### src/include/tcw_pkg.sv
// package: register map, field layout and types of the timer16 control block
package tcw_pkg;
   localparam int ADDR_W = 4;
   localparam int NCH    = 3;
   // registers are word aligned, so byte address = 4 * index
   localparam logic [ADDR_W-1:0] IDX_CLK_EN   = 4'h0;
   localparam logic [ADDR_W-1:0] IDX_WAVE     = 4'h1;
   localparam logic [ADDR_W-1:0] IDX_FORCE    = 4'h2;
   localparam logic [ADDR_W-1:0] IDX_LOCK     = 4'h3;
   localparam logic [ADDR_W-1:0] IDX_PERIOD   = 4'h4;
   localparam logic [ADDR_W-1:0] IDX_CMP0     = 4'h5;
   localparam logic [ADDR_W-1:0] IDX_CMPBUF0  = 4'h8;
   localparam logic [ADDR_W-1:0] IDX_CMD      = 4'hb;
   localparam logic [ADDR_W-1:0] IDX_STATUS   = 4'hc;
   localparam logic [ADDR_W-1:0] IDX_MASK     = 4'hd;
   localparam logic [ADDR_W-1:0] IDX_COUNT    = 4'he;
   localparam logic [7:0] RST_BYTE = 8'h00;
   localparam int EN_BIT = 0;
   localparam int PS_LSB = 1;
   localparam int RS_BIT = 7;
   localparam int WM_LSB = 0;
   localparam int AL_BIT = 3;
   localparam int CE_LSB = 4;
   localparam logic [2:0] WM_NORMAL = 3'h0;
   localparam logic [2:0] WM_FREQ   = 3'h1;
   localparam logic [2:0] WM_SINGLE = 3'h3;
   localparam logic [2:0] WM_DTOP   = 3'h5;
   localparam logic [2:0] WM_DBOTH  = 3'h6;
   localparam logic [2:0] WM_DLOW   = 3'h7;
   localparam logic [1:0] CMD_UPDATE = 2'h1;
   localparam int CMD_LSB = 0;
   // status bits: overflow, update done
   localparam int ST_OVF = 0;
   localparam int ST_UPD = 1;

   typedef enum logic [1:0] {TCW_ACTIVE, TCW_STANDBY, TCW_POWERDOWN, TCW_IDLE} tcw_sleep_t;

   typedef struct packed {
      logic [NCH-1:0] pad_value;
      logic [NCH-1:0] pad_override;
      logic [NCH-1:0] logic_value;
   } tcw_wave_t;
endpackage

### src/hw/tcw_top.sv
// timer16 control, waveform configuration and register slave
//
// Chosen here: the Avalon-MM register port.
`timescale 1ns/10ps
module tcw_top
   import tcw_pkg::*;
(
   input  wire logic              clock_i,
   input  wire logic              rst_n_i,
   input  wire logic              ce_i,
   input  wire logic [1:0]        sleep_mode_i,
   input  wire logic [ADDR_W+1:0] address,
   input  wire logic              read,
   input  wire logic              write,
   input  wire logic [31:0]       writedata,
   input  wire logic [3:0]        byteenable,
   output logic [31:0]            readdata,
   output logic                   waitrequest,
   output logic                   irq_o,
   output tcw_wave_t              wave_o
);
   logic [7:0]     reg_clk_en;
   logic [7:0]     reg_wave;
   logic [7:0]     reg_force;
   logic           update_lock;
   logic [15:0]    period;
   logic [15:0]    cmp     [NCH];
   logic [15:0]    cmp_buf [NCH];
   logic [NCH-1:0] buf_valid;
   logic [15:0]    count;
   logic           count_down;
   logic [NCH-1:0] level;
   logic [1:0]     status;
   logic [1:0]     mask;
   logic           acked;
   logic [1:0]     sleep_s1;
   logic [1:0]     sleep_s2;
   logic           tick;
   logic           halted;
   logic           running;
   logic           sel_ok;
   logic           wr_stb;
   logic           rd_stb;
   logic [ADDR_W-1:0] idx;
   logic [2:0]     wmode;
   logic           auto_lock;
   logic [NCH-1:0] out_en;
   logic [15:0]    top_val;
   logic           at_top;
   logic           at_bottom;
   logic           upd_cond;
   logic           ovf_cond;
   logic           sw_update;
   logic           do_copy;
   logic [NCH-1:0] buf_wr;
   logic           all_valid;
   logic           dual;
   logic [31:0]    next_readdata;

   assign idx       = address[ADDR_W+1:2];
   // writes land at the edge that accepts them; read data is latched one edge
   // earlier so that it already stands while waitrequest is low
   assign wr_stb    = write && acked;
   assign rd_stb    = read && !acked;
   assign wmode     = reg_wave[WM_LSB +: 3];
   assign auto_lock = reg_wave[AL_BIT];
   assign out_en    = reg_wave[CE_LSB +: NCH];
   assign dual      = (wmode == WM_DTOP) || (wmode == WM_DBOTH) || (wmode == WM_DLOW);

   // one wait cycle on every access, answer on the second edge
   always_ff @(posedge clock_i or negedge rst_n_i) begin
      if (!rst_n_i) begin
         acked <= 1'b0;
      end else if (ce_i) begin
         acked <= (read || write) && !acked;
      end
   end
   assign waitrequest = (read || write) && !(acked && ce_i);

   // sleep request comes from another domain
   always_ff @(posedge clock_i or negedge rst_n_i) begin
      if (!rst_n_i) begin
         sleep_s1 <= 2'h0;
         sleep_s2 <= 2'h0;
      end else if (ce_i) begin
         sleep_s1 <= sleep_mode_i;
         sleep_s2 <= sleep_s1;
      end
   end

   always_comb begin
      case (tcw_sleep_t'(sleep_s2))
         TCW_STANDBY:   halted = !reg_clk_en[RS_BIT];
         TCW_POWERDOWN: halted = 1'b1;
         default:       halted = 1'b0;
      endcase
   end

   // timer runs only with the enable bit, and not in power-down, nor in standby unless RS_BIT is set
   assign running = reg_clk_en[EN_BIT] && !halted;

   tcw_prescaler u_prescaler (
      .clock_i  (clock_i),
      .rst_n_i  (rst_n_i),
      .ce_i     (ce_i),
      .run_i    (running),
      .select_i (reg_clk_en[PS_LSB +: 3]),
      .tick_o   (tick)
   );

   // TOP source and UPDATE / overflow points per mode
   assign top_val   = (wmode == WM_FREQ) ? cmp[0] : period;
   assign at_top    = (count == top_val);
   assign at_bottom = (count == 16'h0000);
   always_comb begin
      case (wmode)
         WM_NORMAL, WM_FREQ: begin
            upd_cond = at_top && !count_down;
            ovf_cond = at_top && !count_down;
         end
         WM_SINGLE, WM_DLOW: begin
            upd_cond = at_bottom && count_down == dual;
            ovf_cond = upd_cond;
         end
         WM_DTOP: begin
            upd_cond = at_bottom && count_down;
            ovf_cond = at_top && !count_down;
         end
         WM_DBOTH: begin
            upd_cond = at_bottom && count_down;
            ovf_cond = (at_top && !count_down) || upd_cond;
         end
         default: begin
            upd_cond = 1'b0;
            ovf_cond = 1'b0;
         end
      endcase
   end

   // single slope wraps at TOP; dual slope turns round
   always_ff @(posedge clock_i or negedge rst_n_i) begin
      if (!rst_n_i) begin
         count      <= 16'h0000;
         count_down <= 1'b0;
      end else if (ce_i && tick) begin
         if (dual) begin
            if (!count_down && at_top) begin
               count_down <= 1'b1;
               count      <= count - 16'h0001;
            end else if (count_down && at_bottom) begin
               count_down <= 1'b0;
               count      <= count + 16'h0001;
            end else if (count_down) begin
               count <= count - 16'h0001;
            end else begin
               count <= count + 16'h0001;
            end
         end else begin
            count_down <= 1'b0;
            count      <= at_top ? 16'h0000 : count + 16'h0001;
         end
      end
   end

   assign sw_update = wr_stb && (idx == IDX_CMD) && byteenable[0]
                      && (writedata[CMD_LSB +: 2] == CMD_UPDATE);
   // the hardware UPDATE obeys the lock, the command does not
   assign do_copy = (tick && upd_cond && !update_lock) || sw_update;

   genvar g;
   generate
      for (g = 0; g < NCH; g++) begin : g_cmp
         assign buf_wr[g] = wr_stb && (idx == IDX_CMPBUF0 + ADDR_W'(g));
         always_ff @(posedge clock_i or negedge rst_n_i) begin
            if (!rst_n_i) begin
               cmp[g]       <= 16'h0000;
               cmp_buf[g]   <= 16'h0000;
               buf_valid[g] <= 1'b0;
            end else if (ce_i) begin
               if (buf_wr[g]) begin
                  if (byteenable[0]) cmp_buf[g][7:0]  <= writedata[7:0];
                  if (byteenable[1]) cmp_buf[g][15:8] <= writedata[15:8];
               end
               if (wr_stb && idx == IDX_CMP0 + ADDR_W'(g)) begin
                  if (byteenable[0]) cmp[g][7:0]  <= writedata[7:0];
                  if (byteenable[1]) cmp[g][15:8] <= writedata[15:8];
               end else if (do_copy) begin
                  cmp[g] <= cmp_buf[g];
               end
               // a write sets valid, winning over the UPDATE clear
               if (buf_wr[g]) begin
                  buf_valid[g] <= 1'b1;
               end else if (do_copy || (tick && upd_cond)) begin
                  buf_valid[g] <= 1'b0;
               end
            end
         end
      end
   endgenerate

   assign all_valid = ((buf_valid | ~out_en) == {NCH{1'b1}});

   always_ff @(posedge clock_i or negedge rst_n_i) begin
      if (!rst_n_i) begin
         update_lock <= 1'b0;
      end else if (ce_i) begin
         if (wr_stb && idx == IDX_LOCK && byteenable[0]) begin
            update_lock <= writedata[0];
         end else if (auto_lock) begin
            // set by every copy and held while any enabled buffer is stale
            if (do_copy || !all_valid) begin
               update_lock <= 1'b1;
            end else begin
               update_lock <= 1'b0;
            end
         end
      end
   end

   // compare matches drive levels while running; forced values while the enable bit is clear
   always_ff @(posedge clock_i or negedge rst_n_i) begin
      if (!rst_n_i) begin
         level <= {NCH{1'b0}};
      end else if (ce_i) begin
         if (!reg_clk_en[EN_BIT]) begin
            level <= reg_force[NCH-1:0];
         end else if (tick) begin
            for (int i = 0; i < NCH; i++) begin
               if (wmode == WM_FREQ) begin
                  if (i == 0 && at_top) level[i] <= ~level[i];
               end else if (count == cmp[i]) begin
                  level[i] <= dual ? !count_down : 1'b0;
               end else if (!dual && at_bottom) begin
                  level[i] <= 1'b1;
               end
            end
         end
      end
   end

   // pin direction stays with the port logic outside this block
   tcw_wave_gate #(.N(NCH)) u_gate (
      .level_i   (level),
      .out_en_i  (out_en),
      .wave_on_i (wmode != WM_NORMAL || !reg_clk_en[EN_BIT]),
      .wave_o    (wave_o)
   );

   always_ff @(posedge clock_i or negedge rst_n_i) begin
      if (!rst_n_i) begin
         reg_clk_en <= RST_BYTE;
         reg_wave   <= RST_BYTE;
         reg_force  <= RST_BYTE;
         period     <= 16'hffff;
      end else if (ce_i && wr_stb) begin
         if (idx == IDX_CLK_EN && byteenable[0]) reg_clk_en <= writedata[7:0];
         if (idx == IDX_WAVE && byteenable[0]) reg_wave <= writedata[7:0];
         if (idx == IDX_FORCE && byteenable[0]) reg_force <= writedata[7:0];
         if (idx == IDX_PERIOD && byteenable[0]) period[7:0] <= writedata[7:0];
         if (idx == IDX_PERIOD && byteenable[1]) period[15:8] <= writedata[15:8];
      end
   end

   // sticky events, cleared by a status read; a new event wins over the clear
   always_ff @(posedge clock_i or negedge rst_n_i) begin
      if (!rst_n_i) begin
         status <= 2'h0;
         mask   <= 2'h0;
      end else if (ce_i) begin
         status <= (rd_stb && idx == IDX_STATUS ? 2'h0 : status)
                   | {do_copy, tick && ovf_cond};
         if (wr_stb && idx == IDX_MASK && byteenable[0]) mask <= writedata[1:0];
      end
   end
   assign irq_o = |(status & mask);

   always_comb begin
      next_readdata = 32'h0000_0000;
      case (idx)
         IDX_CLK_EN: next_readdata[7:0]  = {reg_clk_en[7], 3'h0, reg_clk_en[3:0]};
         IDX_WAVE:   next_readdata[7:0]  = {1'b0, reg_wave[6:0]};
         IDX_FORCE:  next_readdata[7:0]  = {5'h00, reg_force[2:0]};
         IDX_LOCK:   next_readdata[7:0]  = {4'h0, buf_valid, update_lock};
         IDX_PERIOD: next_readdata[15:0] = period;
         IDX_STATUS: next_readdata[1:0]  = status;
         IDX_MASK:   next_readdata[1:0]  = mask;
         IDX_COUNT:  next_readdata[16:0] = {count_down, count};
         default: begin
            for (int i = 0; i < NCH; i++) begin
               if (idx == IDX_CMP0 + ADDR_W'(i)) next_readdata[15:0] = cmp[i];
               if (idx == IDX_CMPBUF0 + ADDR_W'(i)) next_readdata[15:0] = cmp_buf[i];
            end
         end
      endcase
   end

   always_ff @(posedge clock_i or negedge rst_n_i) begin
      if (!rst_n_i) begin
         readdata <= 32'h0000_0000;
      end else if (ce_i && rd_stb) begin
         readdata <= next_readdata;
      end
   end
endmodule

### src/hw/tcw_prescaler.sv
// prescaler: single-cycle count tick at the selected division
`timescale 1ns/10ps
module tcw_prescaler
   import tcw_pkg::*;
(
   input  wire logic       clock_i,
   input  wire logic       rst_n_i,
   input  wire logic       ce_i,
   input  wire logic       run_i,
   input  wire logic [2:0] select_i,
   output logic            tick_o
);
   logic [9:0] div_cnt;
   logic [9:0] mask;

   always_comb begin
      case (select_i)
         3'h0:    mask = 10'h000;
         3'h1:    mask = 10'h001;
         3'h2:    mask = 10'h003;
         3'h3:    mask = 10'h007;
         3'h4:    mask = 10'h00f;
         3'h5:    mask = 10'h03f;
         3'h6:    mask = 10'h0ff;
         default: mask = 10'h3ff;
      endcase
   end

   always_ff @(posedge clock_i or negedge rst_n_i) begin
      if (!rst_n_i) begin
         div_cnt <= 10'h000;
      end else if (ce_i) begin
         if (!run_i) begin
            div_cnt <= 10'h000;
         end else begin
            div_cnt <= div_cnt + 10'h001;
         end
      end
   end

   // tick when the low bits roll over
   assign tick_o = run_i && ce_i && ((div_cnt & mask) == mask);
endmodule

### src/hw/tcw_wave_gate.sv
// per-channel routing of waveform levels to pads and to the logic block
`timescale 1ns/10ps
module tcw_wave_gate
   import tcw_pkg::*;
#(
   parameter int N = NCH
) (
   input  wire logic [N-1:0] level_i,
   input  wire logic [N-1:0] out_en_i,
   input  wire logic         wave_on_i,
   output tcw_wave_t         wave_o
);
   genvar g;
   generate
      for (g = 0; g < N; g++) begin : g_ch
         // pads gated by enable; logic block path is not
         assign wave_o.pad_override[g] = out_en_i[g] && wave_on_i;
         assign wave_o.pad_value[g]    = level_i[g];
         assign wave_o.logic_value[g]  = level_i[g];
      end
   endgenerate
endmodule

### config.mk
export PLATFORM = sky130hd
export DESIGN_NAME = tcw_top
export DESIGN_NICKNAME = d
export VERILOG_FILES = /design/src/include/tcw_pkg.sv /design/src/hw/tcw_top.sv /design/src/hw/tcw_prescaler.sv /design/src/hw/tcw_wave_gate.sv
export SDC_FILE = /design/constraint.sdc
export NUM_CORES = 1
export LEC_CHECK = 0
export BUFFER_PORTS_ARGS = -buffer_cell sky130_fd_sc_hd__buf_4
export CORE_UTILIZATION = 65
export DETAILED_ROUTE_END_ITERATION = 8
export PLACE_DENSITY = 0.94
export SLEW_MARGIN = 20
export SYNTH_ARGS = -nofsm -noshare
export SYNTH_HDL_FRONTEND = slang
export SYNTH_SLANG_ARGS = --single-unit
### constraint.sdc
create_clock -name clock_i -period 5.3 [get_ports clock_i]
set_input_delay 1.06 -clock clock_i [delete_from_list [all_inputs] [get_ports clock_i]]
set_output_delay 1.06 -clock clock_i [all_outputs]
set_load 0.01 [all_outputs]
==> results of run 1 <==
-- state kept, by name, summed over array words and instances, names as in the netlist, 5 cells and up --
name,cells
reg_wave,7
readdata,17
cmp,48
reg_clk_en,5
count,16
period,16
cmp_buf,48
u_prescaler.div_cnt,10
-- Yosys cell counts, types with 4 or more instances --
cell and n:
nand2_1 208, dfrtp_1 171, mux2_2 123, nor2_1 61
clkbuf_1 60, o21ai_0 49, xor2_1 44, nand3_1 34
inv_1 30, a21oi_1 29, a221oi_1 24, a22o_1 24
xnor2_1 21, nor3_1 20, buf_4 18, nor2b_1 18
a22oi_1 16, dfstp_2 16, nor4_1 16, mux2i_1 15
nand4_1 13, a31oi_1 12, and3_1 10, mux2_4 8
nand2b_1 8, o22ai_1 8, ha_1 7, a21oi_4 6
buf_1 6, nor3b_1 6, a222oi_1 5, or3_1 5
and2_1 4, o211ai_1 4, or4_1 4
-- cell type report --
type | instances | share of cell area, %
clock buffers | 19 | 3.62
clock inverters | 13 | 1.10
inverters | 30 | 0.920
multi-input cells | 879 | 49.4
flip-flops and latches | 187 | 38.4
well taps | 220 | 2.25
repair buffers | 70 | 4.35
-- power groups by stage --
stage | sequential (W) | clock (W) | combinational, W
final | 0.00171 | 0.00128 | 0.000579
after CTS | 0.00170 | 0.00128 | 0.000566
after global routing | 0.00171 | 0.00133 | 0.000622
after global placement | 0.00171 | 0 | 0.000533
after detailed placement | 0.00172 | 0 | 0.000556
after floorplan | 0.00165 | 0 | 0.000394
-- per-stage QoR --
step,instance area [sq um],utilization [%]
2_1_floorplan,11300,-
5_1_grt,12200,73.3
3_3_place_gp,11700,69.8
4_1_cts,12200,73.3
3_5_place_dp,11700,69.8
6_report,12200,73.3
-- layout by cell type (no fill, tap or decap), drive strengths merged, types with 5 or more instances in the layout --
master and instances:
conb 15, nand3 35, ha 7, nor2 61, nor2b 18, buf 70
xnor2 21, a21oi 35, clkbuf 19, nand2 208, nand2b 8, mux2i 15
a222oi 5, nor4 18, nand4 13, inv 36, xor2 44, a22o 24
o22ai 8, or3 5, a221oi 25, and2 6, nor3b 6, dfstp 16
a22oi 16, mux2 131, o21ai 51, dfrtp 171, nor3 20, and3 10
a31oi 12
-- worst max-delay path, delay by kind of cell, from the launching register on --
kind | cells | cell delay, ns
flops | 1 | 0.57
simple gates | 3 | 1.14
compound gates | 6 | 2.06
-- routing by layer --
layer | vias to the layer above | share of wire, % | global-route usage [%] | routed length, microns
met3 | 214 | 13 | 10.8 | 4320
li1 | 4195 | - | - | -
met4 | 0 | 6.4 | 23.5 | 2170
met5 | - | 0 | 1.67 | 0
met1 | 4894 | 36 | 50.5 | 12200
met2 | 835 | 45 | 60.3 | 15200
-- worst paths after layout --
kind | end | slack, ns | start
max in group asynchronous | period[9]$_DFFE_PN1P_ | 3.48 | rst_n_i
worst max register to register | count[13]$_DFFE_PN0P_ | 1.45 | reg_wave[0]$_DFFE_PN0P_
worst min-delay path | readdata[0]$_DFFE_PN0P_ | 0.49 | readdata[0]$_DFFE_PN0P_
min in group asynchronous | cmp_buf[1]$_DFFE_PN0P_ | 0.70 | rst_n_i
worst min register to register | readdata[0]$_DFFE_PN0P_ | 0.49 | readdata[0]$_DFFE_PN0P_
worst max-delay path | count[13]$_DFFE_PN0P_ | 1.45 | reg_wave[0]$_DFFE_PN0P_
-- cells by family (layout without fill, tap and decap cells) --
group,count (synthesis),in the layout,share of synthesized area [%]
AND/OR/NAND/NOR,420,420,17.4
AO/OA/AOI/OAI,226,226,15.3
flip-flops,187,187,41.9
multiplexers,146,146,14.8
buffers and inverters,120,132,4.85
XOR/XNOR,65,65,5.07
adder cells (fa/ha/maj),7,7,0.780
other,1,15,0.0334
==> reports/qor.csv, run 1 <==
stage,metric,value,unit
run_status,violations,design-rule violations,
sta,worstMarginPinSlew,1.02,ns
final_layout,multi_input_area,6040,sq um
power_and_ir_drop,intPower,0.00247,W
setup_path,cp.arrival,4.23,ns
placement,preCtsSetupSlack,1.37,ns
setup_path,crit_path_max_incr_delay,0.79,ns
grt,grt_pass1_vias,9782,
logic_synthesis,netlist_instances,1172,
final_layout,drive_gt1_share,22.8,%
sta,fin_crit,3.85,ns
die,io_pins,92,
logic_synthesis,yosysSeqAreaShare,41.9,%
placement,dp_cells,1386,
route,viasPerCell,7.15,
setup_path,critPathMaxFanout,12,
placement,place_congestion,1.05,
power_and_ir_drop,pwr-share-seq,47.9,%
logic_synthesis,ys_seq_elements,187,
sta,clock-skew-final,0.00839,ns
die,die_w,133,microns
cts,cts_setup_buffers,0,
logic_synthesis,yosysTopAreaCell,dfrtp_1,
die,rows,47,
cts,cts_sinks,187,
cts,cts_buffer_depth,2,
power_and_ir_drop,pwr-share-comb,16.2,%
final_layout,seqCellArea,4700,sq um
logic_synthesis,synthArstFlopShare,100,%
power_and_ir_drop,pwr-share-clk,35.8,%
sta,drv_slew,0,
grt,antenna_found_initial,0,
final_layout,stdcell_count,1418,
sta,setup_slack,1.45,ns
route,drc,10,
final_layout,antennaDiodeCount,0,
die,core_area,16700,sq um
setup_path,crit_path_top_delay_cell,o21ai_1,
sta,finalCritPeriodShare,72.6,%
setup_path,endpoint_kind,flop,
sta,fin_tns_setup,0,ns
power_and_ir_drop,vdd_drop_max,0.000278,V
power_and_ir_drop,switching_share,30.8,%
grt,grt_pass1_wl,54.0,mm
cts,cts_max_level,4,
cts,clk_latency,0.45,ns
cts,root_buffer,clkbuf_16,
final_layout,syn2layout_area_growth,9.10,%
logic_synthesis,ys.flop_type,dfrtp_1,
logic_synthesis,yosys-top-cells-area,"dfrtp_1 38%, mux2_2 12%, nand2_1 7.0%, dfstp_2 3.7%, xor2_1 3.4%",
logic_synthesis,synth_area,11200,sq um
sta,hold_viol,0,
run,max_cap_violations,0,
die,die_y,133,microns
logic_synthesis,syn_area_per_cell,9.58,sq um
logic_synthesis,synth-edff-count,0,
route,first_pass_iters,9,
setup_path,path_class,reg2reg,
setup_path,start_kind,flop,
placement,numPortBuffers,56,
route,postRouteAntennaNets,0,
sta,timing.slew.headroom,31.9,%
worst_hold_path,whs_path_depth,2,
sta,max_freq,260,MHz
setup_path,crit_required,5.69,ns
route,num_vias,10138,
route,wl_per_cell,23.9,microns
logic_synthesis,yosysWarningCount,0,
cts,clk_pin_slew_worst_paths,0.07,ns
route,routed_wl,33.9,mm
final_layout,fillers,1072,
grt,grt_overflow,0,
placement,dp_hpwl,22.2,mm
route,drt-initial-drc-count,1873,
cts,cts_inserted_buffers,17,
logic_synthesis,synth_cell_types,77,
cts,cts-hold-fix-buffers,0,
power_and_ir_drop,switching_power,0.00110,W
sta,rsz0062_at_grt,false,
sta,setup_violations,0,
grt,grt_max_degree,133,
logic_synthesis,synth_top_area_share,38.1,%
grt,grt_util_all_layers,39.6,%
worst_hold_path,hold_class,reg2reg,
die,dieArea,17800,sq um
die,initial_core_util,67.2,%
run_status,outcome,"complete, but fails checks",
sta,holdWs,0.492,ns
power_and_ir_drop,powerDensity,291,nW/um^2
power_and_ir_drop,p_total,0.00357,W
power_and_ir_drop,total_leakage_power,5.57,nW
cts,cts_tree,yes,
final_layout,final_nets,1241,
cts,cts_resized,0,
setup_path,path_cells,or3b_4 -> o2111a_1 -> a221oi_1 -> a211oi_2 -> and4_4 -> o21ai_1 -> nand2_1 -> o32ai_1 -> a22o_1,
setup_path,rr_worst_depth,9,
Power figures use the tool's default switching activity.
==> inputs of run 2 (changes only) <==
--- a/config.mk
+++ b/config.mk
@@ -5,10 +5,11 @@
 export SDC_FILE = /design/constraint.sdc
 export NUM_CORES = 1
 export LEC_CHECK = 0
+export ABC_AREA = 1
 export BUFFER_PORTS_ARGS = -buffer_cell sky130_fd_sc_hd__buf_4
-export CORE_UTILIZATION = 65
+export CORE_UTILIZATION = 61
 export DETAILED_ROUTE_END_ITERATION = 8
-export PLACE_DENSITY = 0.94
+export PLACE_DENSITY = 0.89
 export SLEW_MARGIN = 20
 export SYNTH_ARGS = -nofsm -noshare
 export SYNTH_HDL_FRONTEND = slang
==> constraint.sdc (replaced) <==
create_clock -name clock_i -period 3.75 [get_ports clock_i]
set_input_delay 0.75 -clock clock_i [delete_from_list [all_inputs] [get_ports clock_i]]
set_output_delay 0.75 -clock clock_i [all_outputs]
set_load 0.01 [all_outputs]
==> reports/qor.csv, run 2 <==
stage,metric,value,unit,change
run_status,outcome,"complete, but fails checks",,unchanged
run_status,violations,design-rule violations,,unchanged
setup_path,reg2reg_to,cmp[27]$_DFFE_PN0P_,,was count[13]$_DFFE_PN0P_
logic_synthesis,synth_top_family_by_area,simple AND/OR/NAND/NOR gates,,unchanged
power_and_ir_drop,total_leakage_power,6.00,nW,was 5.57 nW
cts,root_buffer,clkbuf_16,,unchanged
logic_synthesis,yosysWarningCount,0,,unchanged
logic_synthesis,synth-compound-area-share,15.0,%,was 15.3%
logic_synthesis,yosysSeqAreaShare,41.2,%,was 41.9%
cts,clk_pin_slew_worst_paths,0.09,ns,was 0.07 ns
die,rows,49,,was 47
grt,antenna_found_initial,0,,unchanged
route,drt-initial-drc-count,1575,,was 1873
die,die_w,139,microns,was 133 microns
sta,worstMarginPinSlew,0.978,ns,was 1.02 ns
setup_path,crit_start,reg_wave[2]$_DFFE_PN0P_,,was reg_wave[0]$_DFFE_PN0P_
power_and_ir_drop,pwr-share-clk,33.5,%,was 35.8%
setup_path,start_kind,flop,,unchanged
route,num_vias,11462,,was 10138
sta,timing.slew.headroom,34.2,%,was 31.9%
setup_path,crit_required,4.10,ns,was 5.69 ns
logic_synthesis,synthMostInstantiatedCell,nand2_1,,unchanged
logic_synthesis,netlist_instances,1591,,was 1172
grt,grt_pass1_vias,10484,,was 9782
logic_synthesis,synth_xor_area_share,4.68,%,was 5.07%
grt,grt_overflow,0,,unchanged
logic_synthesis,synthMuxAreaShare,0.0877,%,was 14.8%
final_layout,antennaDiodeCount,0,,unchanged
route,viasPerCell,6.17,,was 7.15
placement,numPortBuffers,56,,unchanged
power_and_ir_drop,pwr-share-comb,20.8,%,was 16.2%
final_layout,most-common-layout-cells,"528 x nand2_1, 181 x o21ai_0, 171 x dfrtp_1",,"was 208 x nand2_1, 171 x dfrtp_1, 123 x mux2_2"
cts,cts_setup_buffers,0,,unchanged
sta,hold_viol,0,,unchanged
sta,max_freq,320,MHz,was 260 MHz
final_layout,stdcell_count,1858,,was 1418
route,postRouteAntennaNets,0,,unchanged
setup_path,crit_path_frequent_cell,nand2_1,,
setup_path,rrSetupSlack,0.62,ns,was 1.45 ns
setup_path,cpLargestDelayFamily,simple AND/OR/NAND/NOR gates,,was compound AO/OA/AOI/OAI gates
grt,grt_pass1_wl,55.8,mm,was 54.0 mm
sta,rsz0062_at_grt,false,,unchanged
logic_synthesis,synth_top_area_share,37.5,%,was 38.1%
grt,grt_util_all_layers,37.6,%,was 39.6%
run,max_cap_violations,0,,unchanged
final_layout,fillers,1527,,was 1072
placement,dpl-instance-area,11900,sq um,was 11700 sq um
cts,clk_latency,0.46,ns,was 0.45 ns
sta,fin_tns_setup,0,ns,unchanged
final_layout,syn2layout_area_growth,9.21,%,was 9.10%
logic_synthesis,yosys-top-cells-area,"dfrtp_1 38%, nand2_1 17%, o21ai_0 7.9%, nand3_1 5.0%, inv_1 4.8%",,"was dfrtp_1 38%, mux2_2 12%, nand2_1 7.0%, dfstp_2 3.7%, xor2_1 3.4%"
setup_path,path_depth,16,,was 9
die,initial_core_util,62.9,%,was 67.2%
die,io_pins,92,,unchanged
cts,cts_inserted_buffers,17,,unchanged
setup_path,r2r_start,reg_wave[2]$_DFFE_PN0P_,,was reg_wave[0]$_DFFE_PN0P_
power_and_ir_drop,pwr-share-seq,45.7,%,was 47.9%
logic_synthesis,synthSimpleGateAreaFrac,29.4,%,was 17.4%
grt,grt_max_degree,81,,was 133
cts,cts_max_level,4,,unchanged
placement,dp_cells,1826,,was 1386
logic_synthesis,yosysTopAreaCell,dfrtp_1,,unchanged
setup_path,cp.arrival,3.47,ns,was 4.23 ns
setup_path,path_cells,inv_1 -> nand3_4 -> nand2_1 -> o21ai_0 -> nand2_1 -> nand2_1 -> nor2_1 -> nand2_1 -> nor2_2 -> nand4_1 -> nand2_2 -> nand3_4 -> nand3_4 -> nand2_2 -> nand2_1 -> nand2_1,,was or3b_4 -> o2111a_1 -> a221oi_1 -> a211oi_2 -> and4_4 -> o21ai_1 -> nand2_1 -> o32ai_1 -> a22o_1
placement,place_congestion,0.964,,was 1.05
logic_synthesis,synth_cell_types,46,,was 77
final_layout,top_regs,"cmp x48, cmp_buf x48, readdata x17",,unchanged
die,core_area,18100,sq um,was 16700 sq um
sta,clock-skew-final,0.0175,ns,was 0.00839 ns
cts,cts_tree,yes,,unchanged
setup_path,crit_path_top_delay_cell,dfrtp_1,,was o21ai_1
cts,cts_sinks,187,,unchanged
logic_synthesis,yosys-top-cells-count,"528 x nand2_1, 181 x o21ai_0, 171 x dfrtp_1, 145 x inv_1, 115 x nand3_1",,"was 208 x nand2_1, 171 x dfrtp_1, 123 x mux2_2, 61 x nor2_1, 60 x clkbuf_1"
route,first_pass_iters,9,,unchanged
sta,holdWs,0.316,ns,was 0.492 ns
placement,dp_hpwl,25.4,mm,was 22.2 mm
route,wl_per_cell,19.0,microns,was 23.9 microns
power_and_ir_drop,switching_share,34.7,%,was 30.8%
power_and_ir_drop,vdd_drop_max,0.000333,V,was 0.000278 V
power_and_ir_drop,switching_power,0.00187,W,was 0.00110 W
setup_path,endpoint_kind,flop,,unchanged
route,drc,7,,was 10
logic_synthesis,syn_area_per_cell,7.17,sq um,was 9.58 sq um
setup_path,path_buf_inv,1,,was 0
cts,cts_buffer_depth,2,,unchanged
cts,cts-hold-fix-buffers,0,,unchanged
route,routed_wl,35.4,mm,was 33.9 mm
final_layout,final_common_cell,nand2_1,,unchanged
logic_synthesis,synthArstFlopShare,100,%,unchanged
sta,finalCritPeriodShare,83.4,%,was 72.6%
setup_path,endpoint,cmp[27]$_DFFE_PN0P_,,was count[13]$_DFFE_PN0P_
final_layout,fin_util,68.7,%,was 73.3%
logic_synthesis,synthAdderAreaFrac,0.768,%,was 0.780%
sta,drv_slew,0,,unchanged
power_and_ir_drop,intPower,0.00351,W,was 0.00247 W
setup_path,critPathMaxFanout,26,,was 12
die,die_y,139,microns,was 133 microns
logic_synthesis,synth_area,11400,sq um,was 11200 sq um
logic_synthesis,ys.flop_type,dfrtp_1,,unchanged
die,dieArea,19300,sq um,was 17800 sq um
final_layout,final_nets,1672,,was 1241
setup_path,path_class,reg2reg,,unchanged
setup_path,crit_path_max_incr_delay,0.46,ns,was 0.79 ns
worst_hold_path,hold_class,in2async,,was reg2reg
final_layout,drive_gt1_share,9.21,%,was 22.8%
logic_synthesis,synth-edff-count,0,,unchanged
power_and_ir_drop,powerDensity,431,nW/um^2,was 291 nW/um^2
sta,fin_crit,3.13,ns,was 3.85 ns
setup_path,rr_worst_depth,16,,was 9
logic_synthesis,ys_seq_elements,187,,unchanged
cts,cts_resized,0,,unchanged
final_layout,fin_area,12500,sq um,was 12200 sq um
sta,setup_violations,0,,unchanged
[run 2: per-layer routing]
metal,global-route usage [%],wire (microns),part of all wire (%),vias up
met3,9.53,4170,12,126
met1,49.6,13800,39,5334
met5,0,0,0,-
li1,-,-,-,5232
met2,59.5,16100,46,770
met4,15.1,1290,3.7,0
[run 2: logic make-up (layout without fill, tap and decap cells)]
family | count (synthesis) | count (layout)
AOI/OAI and AO/OA | 306 | 306
xor gates and xnor gates | 61 | 61
adders and majority gates | 7 | 7
buffers and inverters | 235 | 259
DFF | 187 | 187
muxes | 1 | 1
other | 1 | 15
and+or+nand+nor | 793 | 793
[run 2: how the worst min path moves through the flow]
stage | start | end | slack (ns) | depth (start not counted)
global placement | sleep_s1[0]$_DFFE_PN0P_ | sleep_s1[0]$_DFFE_PN0P_ | 0.45 | 2
CTS | rst_n_i | cmp_buf[0]$_DFFE_PN0P_ | 0.34 | 1
finish | rst_n_i | cmp_buf[1]$_DFFE_PN0P_ | 0.32 | 1
detailed placement | readdata[3]$_DFFE_PN0P_ | readdata[3]$_DFFE_PN0P_ | 0.47 | 2
floorplan | sleep_s1[0]$_DFFE_PN0P_ | sleep_s1[0]$_DFFE_PN0P_ | 0.44 | 2
global route | rst_n_i | cmp_buf[1]$_DFFE_PN0P_ | 0.37 | 1
[run 2: final cells by class]
type / instances / area (sq um) / share of cell area [%]
inverters: 153 / 574 / 4.61
repair buffers: 74 / 574 / 4.61
clock inverters: 14 / 146 / 1.17
clock buffers: 18 / 429 / 3.44
multi-input cells: 1183 / 5750 / 46.2
well taps: 229 / 287 / 2.30
flip-flops and latches: 187 / 4700 / 37.7
[run 2: through the flow]
step	power [W]	setup WS (ns)
CTS	0.00533	0.737
floorplan	0.00313	1.16
global placement	0.00352	0.779
detailed placement	0.00356	0.744
global route	0.00558	0.415
finish	0.00537	0.622
[run 2: power by group through the flow]
stage / registers [W] / logic [W] / clock network [W]
floorplan: 0.00236 / 0.000770 / 0
global placement: 0.00247 / 0.00105 / 0
detailed placement: 0.00248 / 0.00108 / 0
CTS: 0.00244 / 0.00109 / 0.00180
global route: 0.00247 / 0.00122 / 0.00189
finish: 0.00246 / 0.00112 / 0.00180
